### src/hw/dcm_pkg.sv
package dcm_pkg;
  // Register offsets on the plain register port
  localparam logic [3:0] ADDR_CAPACITY = 4'h0;
  localparam logic [3:0] ADDR_POLES = 4'h1;
  localparam logic [3:0] ADDR_METHOD = 4'h2;
  localparam logic [3:0] ADDR_TERM_BASE = 4'h3;
  localparam logic [3:0] ADDR_STATUS = 4'hA;
  localparam logic [3:0] ADDR_GAIN = 4'hB;
  localparam int TERM_COUNT = 7;
  // Setting encodings; capacity is in units of 0.01 kW
  localparam logic [15:0] SET_NONE = 16'h270F;
  localparam logic [15:0] CAP_MIN = 16'h000A;
  localparam logic [15:0] CAP_MAX = 16'h05DC;
  localparam logic [15:0] POLES_MIN = 16'h0002;
  localparam logic [15:0] POLES_MAX = 16'h000A;
  localparam logic [15:0] METHOD_ADV = 16'h0014;
  localparam logic [15:0] METHOD_GP = 16'h001E;
  localparam logic [15:0] RST_CAPACITY = 16'h270F;
  localparam logic [15:0] RST_POLES = 16'h270F;
  localparam logic [15:0] RST_METHOD = 16'h0014;
  localparam logic [15:0] RST_GAIN = 16'h0100;
  localparam logic [7:0] FUNC_VF_SWITCH = 8'h12;
  localparam logic [7:0] RST_TERM_FUNC = 8'h00;
  // Status word field positions
  localparam int ST_METHOD_LSB = 0;
  localparam int ST_SECOND_BIT = 2;
  localparam int ST_PENDING_BIT = 3;
  // Active control method code
  typedef enum logic [1:0] {
    DCM_VF = 2'b00,
    DCM_ADV = 2'b01,
    DCM_GP = 2'b11
  } dcm_method_t;
endpackage

### src/hw/dcm_selector.sv
// Behaviour
// - V/F mode keeps voltage proportional to frequency
// - Capacity accepts 0.1..15 kW or 9999
// - Pole count accepts 2..10 even or 9999
// - Code 20 advanced, 30 general-purpose vector
// - Any 9999 motor setting forces V/F
// - Reset: V/F, settings 9999, code 20
// - Switchover input replaces vector with V/F
// - Switchover only via terminal assigned 18
// - Method change deferred until drive stops
// - Forced V/F while running enables second set
//
// Our own choices: the register addresses and the plain strobed port.
`timescale 1ns/100ps
module dcm_selector
  import dcm_pkg::*;
#(
  parameter int TERMS = TERM_COUNT,
  parameter int FW = 16
) (
  input wire logic clk_i,                 // 40 MHz system clock
  input wire logic reset_i,               // Synchronous reset, active high
  input wire logic en_i,                  // Clock enable
  input wire logic [3:0] addr_i,          // Register address
  input wire logic [15:0] wdata_i,        // Register write data
  input wire logic wr_i,                  // Write strobe
  input wire logic rd_i,                  // Read strobe
  output logic [15:0] rdata_o,            // Read data, cycle after rd_i
  input wire logic [TERMS-1:0] term_i,    // Input terminal levels
  input wire logic running_i,             // Drive is running
  input wire logic [FW-1:0] freq_i,       // Output frequency command
  output logic [1:0] method_o,            // Active control method
  output logic second_func_o,             // Second function group active
  output logic [FW-1:0] vf_volt_o         // V/F voltage command
);

  ////////////////////////////////////////////////////////////////////////
  // Settings registers

  logic [15:0] cap_q;
  logic [15:0] poles_q;
  logic [15:0] code_q;
  logic [7:0] term_func_q [TERMS];
  logic [15:0] gain_q;

  function automatic logic cap_ok(input logic [15:0] v);
    cap_ok = (v == SET_NONE) || (v >= CAP_MIN && v <= CAP_MAX);
  endfunction

  function automatic logic poles_ok(input logic [15:0] v);
    poles_ok = (v == SET_NONE) ||
               (v >= POLES_MIN && v <= POLES_MAX && !v[0]);
  endfunction

  function automatic logic code_ok(input logic [15:0] v);
    code_ok = (v == METHOD_ADV) || (v == METHOD_GP);
  endfunction

  // Out-of-range writes are dropped, the old setting stays
  always_ff @(posedge clk_i) begin
    if (reset_i) begin
      cap_q <= RST_CAPACITY;
      poles_q <= RST_POLES;
      code_q <= RST_METHOD;
      gain_q <= RST_GAIN;
    end else if (en_i && wr_i) begin
      if (addr_i == ADDR_CAPACITY && cap_ok(wdata_i)) begin
        cap_q <= wdata_i;
      end
      if (addr_i == ADDR_POLES && poles_ok(wdata_i)) begin
        poles_q <= wdata_i;
      end
      if (addr_i == ADDR_METHOD && code_ok(wdata_i)) begin
        code_q <= wdata_i;
      end
      if (addr_i == ADDR_GAIN) begin
        gain_q <= wdata_i;
      end
    end
  end

  ////////////////////////////////////////////////////////////////////////
  // Terminal function assignment and switchover detection

  logic [TERMS-1:0] sw_hit;

  for (genvar t = 0; t < TERMS; t++) begin : g_term
    always_ff @(posedge clk_i) begin
      if (reset_i) begin
        term_func_q[t] <= RST_TERM_FUNC;
      end else if (en_i && wr_i &&
                   addr_i == ADDR_TERM_BASE + 4'(t)) begin
        term_func_q[t] <= wdata_i[7:0];
      end
    end
    assign sw_hit[t] = term_i[t] &&
                       (term_func_q[t] == FUNC_VF_SWITCH);
  end

  logic vf_switch;
  assign vf_switch = |sw_hit;

  ////////////////////////////////////////////////////////////////////////
  // Method selection

  dcm_method_t want;

  always_comb begin
    if (cap_q == SET_NONE || poles_q == SET_NONE) begin
      want = DCM_VF;
    end else if (vf_switch) begin
      want = DCM_VF;
    end else if (code_q == METHOD_GP) begin
      want = DCM_GP;
    end else begin
      want = DCM_ADV;
    end
  end

  dcm_method_t method_q;
  logic pending_q;

  // Active method follows the wanted one only while stopped
  always_ff @(posedge clk_i) begin
    if (reset_i) begin
      method_q <= DCM_VF;
      pending_q <= 1'b0;
    end else if (en_i) begin
      if (!running_i) begin
        method_q <= want;
        pending_q <= 1'b0;
      end else begin
        pending_q <= (want != method_q);
      end
    end
  end

  assign method_o = method_q;

  // Switchover raised while running in a vector method makes the second set valid
  always_ff @(posedge clk_i) begin
    if (reset_i) begin
      second_func_o <= 1'b0;
    end else if (en_i) begin
      if (running_i && vf_switch && method_q != DCM_VF) begin
        second_func_o <= 1'b1;
      end else if (!running_i) begin
        second_func_o <= 1'b0;
      end
    end
  end

  ////////////////////////////////////////////////////////////////////////
  // Constant V/F: voltage = freq * gain / 256

  logic [FW+15:0] prod;
  assign prod = (FW+16)'(freq_i) * (FW+16)'(gain_q);

  always_ff @(posedge clk_i) begin
    if (reset_i) begin
      vf_volt_o <= '0;
    end else if (en_i) begin
      if (method_q == DCM_VF) begin
        vf_volt_o <= prod[FW+7:8];
      end else begin
        vf_volt_o <= '0;
      end
    end
  end

  ////////////////////////////////////////////////////////////////////////
  // Read port

  logic [15:0] rmux;

  always_comb begin
    rmux = 16'h0000;
    if (addr_i == ADDR_CAPACITY) begin
      rmux = cap_q;
    end else if (addr_i == ADDR_POLES) begin
      rmux = poles_q;
    end else if (addr_i == ADDR_METHOD) begin
      rmux = code_q;
    end else if (addr_i == ADDR_STATUS) begin
      rmux[ST_METHOD_LSB +: 2] = method_q;
      rmux[ST_SECOND_BIT] = second_func_o;
      rmux[ST_PENDING_BIT] = pending_q;
    end else if (addr_i == ADDR_GAIN) begin
      rmux = gain_q;
    end else begin
      for (int k = 0; k < TERMS; k++) begin
        if (addr_i == ADDR_TERM_BASE + 4'(k)) begin
          rmux = {8'h00, term_func_q[k]};
        end
      end
    end
  end

  always_ff @(posedge clk_i) begin
    if (reset_i) begin
      rdata_o <= 16'h0000;
    end else if (en_i) begin
      rdata_o <= rd_i ? rmux : 16'h0000;
    end
  end

  ////////////////////////////////////////////////////////////////////////
  // Checks

  a_method_holds_running: assert property (
    @(posedge clk_i) disable iff (reset_i)
    (running_i && $past(running_i) && $past(en_i))
      |-> method_q == $past(method_q))
    else $error("active method changed while running");

  a_none_forces_vf: assert property (
    @(posedge clk_i) disable iff (reset_i)
    (en_i && !running_i && (cap_q == SET_NONE || poles_q == SET_NONE))
      |=> method_q == DCM_VF)
    else $error("9999 setting did not force V/F");

  a_switch_forces_vf: assert property (
    @(posedge clk_i) disable iff (reset_i)
    (en_i && !running_i && vf_switch) |=> method_q == DCM_VF)
    else $error("switchover did not force V/F");

  a_gp_select: assert property (
    @(posedge clk_i) disable iff (reset_i)
    (en_i && !running_i && !vf_switch && cap_q != SET_NONE &&
     poles_q != SET_NONE && code_q == METHOD_GP) |=> method_q == DCM_GP)
    else $error("code 30 did not select general-purpose vector");

  a_cap_range: assert property (
    @(posedge clk_i) disable iff (reset_i)
    cap_q == SET_NONE || (cap_q >= CAP_MIN && cap_q <= CAP_MAX))
    else $error("capacity outside accepted range");

  a_poles_range: assert property (
    @(posedge clk_i) disable iff (reset_i)
    poles_ok(poles_q))
    else $error("pole count outside accepted set");

  a_unassigned_ignored: assert property (
    @(posedge clk_i) disable iff (reset_i)
    (en_i && !running_i && sw_hit == '0 && cap_q != SET_NONE &&
     poles_q != SET_NONE) |=> method_q != DCM_VF)
    else $error("switchover taken from unassigned terminal");

  a_second_on_force: assert property (
    @(posedge clk_i) disable iff (reset_i)
    (en_i && running_i && vf_switch && method_q != DCM_VF)
      |=> second_func_o ##1 (!running_i || second_func_o))
    else $error("second function not raised on forced V/F");

  a_reset_state: assert property (
    @(posedge clk_i)
    $past(reset_i) |-> (method_q == DCM_VF && cap_q == RST_CAPACITY &&
                        code_q == RST_METHOD))
    else $error("reset state wrong");

  a_vf_ratio: assert property (
    @(posedge clk_i) disable iff (reset_i)
    (en_i && method_q == DCM_VF) |=>
      vf_volt_o == FW'(((FW+16)'($past(freq_i)) * $past(gain_q)) >> 8))
    else $error("V/F voltage not proportional to frequency");

  a_volt_idle: assert property (
    @(posedge clk_i) disable iff (reset_i)
    (en_i && method_q != DCM_VF) |=> vf_volt_o == '0)
    else $error("V/F voltage driven outside V/F mode");

  a_adv_select: assert property (
    @(posedge clk_i) disable iff (reset_i)
    (en_i && !running_i && !vf_switch && cap_q != SET_NONE &&
     poles_q != SET_NONE && code_q == METHOD_ADV) |=> method_q == DCM_ADV)
    else $error("code 20 did not select advanced vector");

  a_pending_set: assert property (
    @(posedge clk_i) disable iff (reset_i)
    (en_i && running_i && vf_switch && method_q != DCM_VF) |=> pending_q)
    else $error("deferred change not flagged while running");

  a_pending_clear: assert property (
    @(posedge clk_i) disable iff (reset_i)
    (en_i && !running_i) |=> !pending_q)
    else $error("pending flag left set while stopped");

  a_second_clear: assert property (
    @(posedge clk_i) disable iff (reset_i)
    (en_i && !running_i) |=> !second_func_o)
    else $error("second function left active while stopped");

  a_method_legal: assert property (
    @(posedge clk_i) disable iff (reset_i)
    method_q inside {DCM_VF, DCM_ADV, DCM_GP})
    else $error("illegal active method code");

  a_reset_outputs: assert property (
    @(posedge clk_i)
    $past(reset_i) |-> (!second_func_o && vf_volt_o == '0 &&
                        rdata_o == 16'h0000 && poles_q == RST_POLES))
    else $error("outputs not cleared by reset");

endmodule

### config.mk
export PLATFORM = sky130hd
export DESIGN_NAME = dcm_selector
export DESIGN_NICKNAME = d
export VERILOG_FILES = /design/src/hw/dcm_pkg.sv /design/src/hw/dcm_selector.sv
export SDC_FILE = /design/constraint.sdc
export NUM_CORES = 1
export LEC_CHECK = 0
export ABC_AREA = 1
export BUFFER_PORTS_ARGS = -buffer_cell sky130_fd_sc_hd__buf_2
export CAP_MARGIN = 20
export CORE_MARGIN = 2
export CORE_UTILIZATION = 47
export CTS_CLUSTER_DIAMETER = 120
export DETAILED_ROUTE_END_ITERATION = 8
export SLEW_MARGIN = 0
export SYNTH_ARGS = -nofsm -noshare
export SYNTH_HDL_FRONTEND = slang
export SYNTH_SLANG_ARGS = --single-unit
### constraint.sdc
create_clock -name clk_i -period 10.99 [get_ports clk_i]
set_input_delay 0.5495 -clock clk_i [delete_from_list [all_inputs] [get_ports clk_i]]
set_output_delay 0.5495 -clock clk_i [all_outputs]
set_load 0.005 [all_outputs]
## Word level (Yosys, flattened, before mapping)

Memories as Yosys holds them, arrays and structs flattened.
Cells that the tools add are included.

- Flip-flop bits (word level): 100
- Memory bits (writable): 56
- Input bits: 49
- Output and inout port bits: 35
- Word-level logic and storage cells: 138
- Memories kept: 1

Memory list:

| name | depth | bits a word | read ports | clocked after Yosys merged registers in | write ports | RTL line | RTL |
|---|---|---|---|---|---|---|---|
| term_func_q | 7 | 8 | 7 | 0 | 7 | dcm_selector.sv:43 | `logic [7:0] term_func_q [TERMS];` |

- Multiply operators: 1
- Order comparisons: 4
- Equal/unequal tests: 26
- Mux-type cells: 51
- Bitwise operators: 8
- Reduce and logical (&&, ||, !) cells: 38

Operator list:

| kind | number |
|---|---|
| $mux 16 | 12 |
| $mux 8 | 8 |
| $eq 8x5->1 const B | 7 |
| $eq 16x14->1 const B | 3 |
| $eq 16x5->1 const B | 3 |
| $mux 1 | 26 |
| $mul 16x16->24 | 1 |
| $logic_and 1x1->1 | 23 |
| $eq 4x3->1 const B | 4 |
| $eq 4x4->1 const B | 4 |
| $ge 16x2->1 const B | 1 |
| $ge 16x4->1 const B | 1 |
| $le 16x11->1 const B | 1 |
| $le 16x4->1 const B | 1 |
| $mux 12 | 1 |
| $reduce_and 2->1 | 6 |
| $eq 4x2->1 const B | 2 |
| $or 1x1->1 | 7 |
| $reduce_or 7->1 | 1 |
| $mux 2 | 3 |
| $eq 4x1->1 const B | 1 |
| $logic_not 4->1 | 1 |
| $logic_or 1x1->1 | 4 |
| $mux 4 | 1 |
| other kinds (6) | 6 |

## Logic depth before layout (Yosys ltp)

- Depth after elaboration: 14
- Mapped depth: 28
- Depth with buffers taken out: 26

## Worst setup path after synthesis

OpenSTA, ideal clock, no wires.

- Path type: input to register
- Start: input port freq_i[9]
- End: register vf_volt_o[8]
- Setup time: 132 ps
- Arrival: 5,479 ps
- Data required time: 10,858 ps
- Slack: 5,378 ps
- Cell stages on the path: 21
- Path buffers: 2
- Path through: clkbuf_1 -> clkbuf_1 -> nand2_1 -> fa_1 -> fa_1 -> fa_1 -> fa_1 -> inv_1 -> fa_1 -> inv_1 -> fa_1 -> inv_1 -> ha_1 -> a21oi_1 -> a21boi_0 -> nor2_1 -> nor2_1 -> nand2_1 -> or2_2 -> nand3_1 -> a21oi_1

- Word-level cells in the longest chain between the ends: 2

Ends and longest elaborated chain:

| item | RTL line | RTL |
|---|---|---|
| start: declaration | dcm_selector.sv:31 | `input wire logic [FW-1:0] freq_i,` |
| $mul 16x16->24 | dcm_selector.sv:157 | `assign prod = (FW+16)'(freq_i) * (FW+16)'(gain_q);` |
| $mux 16 | dcm_selector.sv:163 | `if (method_q == DCM_VF) begin` |
| end signal: assignment | dcm_selector.sv:164 | `vf_volt_o <= prod[FW+7:8];` |
| end: declaration | dcm_selector.sv:34 | `output logic [FW-1:0] vf_volt_o` |

No other way between the ends.
A chain may end at the register's enable or synchronous reset.

## Worst setup path after layout

- Start: register gain_q[2]
- End: register vf_volt_o[4]

- Word-level cells in the longest chain between the ends: 2

Ends and longest elaborated chain:

| item | RTL line | RTL |
|---|---|---|
| start: declaration | dcm_selector.sv:44 | `logic [15:0] gain_q;` |
| start signal: assignment | dcm_selector.sv:77 | `gain_q <= wdata_i;` |
| $mul 16x16->24 | dcm_selector.sv:157 |  |
| $mux 16 | dcm_selector.sv:163 |  |

No other way between the ends.

==> run summary <==
Leakage power - 0.008563 µW
# hold bufs at CTS - 0
Final wirelength - 42,460 µm
Routed wire per std cell - 17.29 µm
Synth warn - 0
Htree depth - 4
Placed cell count - 2,421
Synth Register Bits - 156
DR iter-0 viols - 835
Final cycle utilization of the critical path - 0.5474
Number of max-cap violations - 0
Skew final - 0.006915 ns
Critical Path Start Type - flop
Critical path required time - 11.29 ns
Top Ports - 84
# setup viols final - 0
Post-Syn Area per Cell - 7.356 µm²
CTS root buffer - clkbuf_16
Post-DP Area - 15,420 µm²
Slew Viols, Final - 0
Critical Path AT - 6.32 ns
Async S/R FF share, synth - 0
# port buffers - 83
Period minus WS final - 6.016 ns
Clock sink count - 156
R2r setup slk - 4.97 ns
Post-cts sizing count - 0
Post-route cell area - 16,030 µm²
Post-route DRC - 0
Site Rows - 65
Starting Density - 0.4738
Postcts setup bufs - 0
Hold/Removal Path Class - input port to flop
CTS Buf Count - 17
FMAX - 166.2 MHz
# diodes - 0
Area Growth Syn to Fin - 8.070%
Worst slack, placed - 5.006 ns
Mapped Nets - 2,299
Die area - 33,000 µm²
RSZ-0062 raised after global routing - no
Die Wd - 181.7 µm
Status - finished, final reports clean
Final setup TNS - 0 ns
Final #Nets - 2,324
First-pass GRT wire length - 68,860 µm
DP HPWL - 32,750 µm
Routability cong. - 0.8939
CTS tree - built
Headroom to the max-slew limit - 0.3888
Die Y - 181.7 µm
Sequential-to-total area share from yosys stat - 0.2483
Pwr per Cell Area - 93.31 nW/µm²
Final hold violation count - 0
DR vias - 12.77k
Worst setup EP type - flop
Clk slew on worst S/H paths - 0.07 ns
Post-route insts no fill - 2,456
Mapped Cells - 2,017
Share of layout cells above drive strength 1 - 0.08471
Post-synth EDFFs - 56
Tightest Pin Transition - 0.9156 ns
ANT nets after route - 0
Worst-Skew Late Latency - 0.44 ns
Via density - 5.199
Clock tree buffer depth - 2
Final setup margin - 4.974 ns
Vias in the first global route - 12.99k
Initial antenna violation count - 1
Mapped Area - 14,840 µm²
Total gr overflow - 0
Worst-path maximum fanout - 18
Core footprint - 31,310 µm²
Max VDD drop - 0.1241 mV
Largest net degree at the start of global routing - 64
Most used DFF post-synth - dfxtp_1
Setup CP Type - flop to flop
Synth cell types - 46
Gr usage total - 0.2701
Drt pass-1 iters - 6
-- power breakdown --
part / total, µW / switching, µW / internal [µW]
Clock: 586 / 247 / 339
Sequential: 635 / 16.2 / 618
Combinational: 275 / 187 / 88.8
Total: 1500 / 450 / 1050
-- logic make-up after synthesis --
logic type      count (synthesis)  synth area share
simple gates                  886            0.2557
buf+inv                       555            0.1440
fa+ha+maj                     233            0.2810
compound gates                185           0.06991
flops                         156            0.2483
xor+xnor                        2          0.001181
-- path summary, 6_finish.rpt --
kind / startpoint / to / depth (start not counted)
setup reg to reg: gain_q[2] / vf_volt_o[4] / 18
setup / recovery: gain_q[2] / vf_volt_o[4] / 18
hold reg to reg: poles_q[14] / poles_q[14] / 2
hold / removal: wdata_i[14] / gain_q[14] / 3
-- worst max-delay path: stages, from the launching register on --
cell and delay, ns:
dfxtp_1 0.85, nand2_1 0.17, fa_1 0.53, fa_1 0.58, fa_1 0.47, fa_1 0.56
inv_1 0.05, fa_1 0.47, inv_1 0.05, fa_1 0.53, inv_1 0.06, ha_1 0.34
a21oi_1 0.24, a21boi_0 0.32, nand2_1 0.13, a21oi_1 0.15, a21boi_0 0.09, o21ai_0 0.15
a21oi_1 0.11
-- per-layer routing --
layer  global-route usage  part of all wire  vias to the layer above
met4              0.09236             0.030                        2
met2               0.4789              0.50                      340
met5                    0           0.00042                        -
li1                     -                 -                     6154
met1               0.3415              0.43                     6193
met3              0.03229             0.040                       79
-- registers in the layout, indices dropped and copies added, names as in the netlist --
| signal | flops |
|---|---|
| poles_q | 16 |
| vf_volt_o | 16 |
| term_func_q | 56 |
| pending_q | 1 |
| second_func_o | 1 |
| cap_q | 16 |
| rdata_o | 16 |
| method_o | 2 |
| gain_q | 16 |
| code_q | 16 |
-- Yosys cell counts, types with 2 or more instances --
cell      instances  area (µm²)
a21boi_0          5       37.54
a21boi_1          2       15.01
a21o_1            3       22.52
a21oi_1          93       465.5
buf_2            20       100.1
buf_6             3       33.78
clkbuf_1         63       236.5
clkinv_1          3       11.26
dfxtp_1         100        2002
edfxtp_1         56        1682
fa_1            167        3343
ha_1             66       825.8
inv_1           456        1712
inv_2             8       30.03
nand2_1         522        1959
nand2_2           7       43.79
nand2_4           2       22.52
nand3_1         106       530.5
nand3_2           6       60.06
nand3b_1          7       52.55
nand4_1          24       150.1
nor2_1          134       503.0
nor2_2            9       56.30
nor3_1           42       210.2
nor3b_1           6       45.04
nor4_1            3       18.77
o211ai_1         16       120.1
o21a_1            2       15.01
o21ai_0          47       235.2
o21ai_1           3       15.01
o21ai_2           2       17.52
o21bai_1          2       15.01
o221ai_1          5       43.79
o22ai_1           3       18.77
or2_0             2       12.51
or2_2            12       75.07
-- area by class of cell --
| type | count | area (µm²) |
|---|---|---|
| fillers | 3173 | 15280 |
| multi-input cells | 1306 | 9017 |
| inverters | 467 | 1753 |
| repair buffers | 94 | 490.5 |
| well taps | 402 | 503.0 |
| clock inverters | 11 | 107.6 |
| clock buffers | 20 | 479.2 |
| flip-flops and latches | 156 | 3684 |
-- stage by stage --
stage               total power (µW)  hold WS [ns]    util
global placement               920.7        0.4381  0.4926
CTS                             1506        0.3711  0.5114
floorplan                      821.5        0.4264       -
detailed placement             921.2        0.4454  0.4926
finish                          1496        0.3836  0.5121
global route                    1564        0.3937  0.5121
-- cells in the final DEF, fill, tap and decap left out, drive strengths merged, types with 16 or more instances in the layout --
master	n
buf	94
nand2	531
inv	467
edfxtp	56
nand3	113
o21ai	52
o211ai	16
nand4	24
dfxtp	100
a21oi	93
nor2	144
fa	167
ha	66
nor3	43
clkbuf	20
Note: power is estimated with default switching activity, not from simulation.
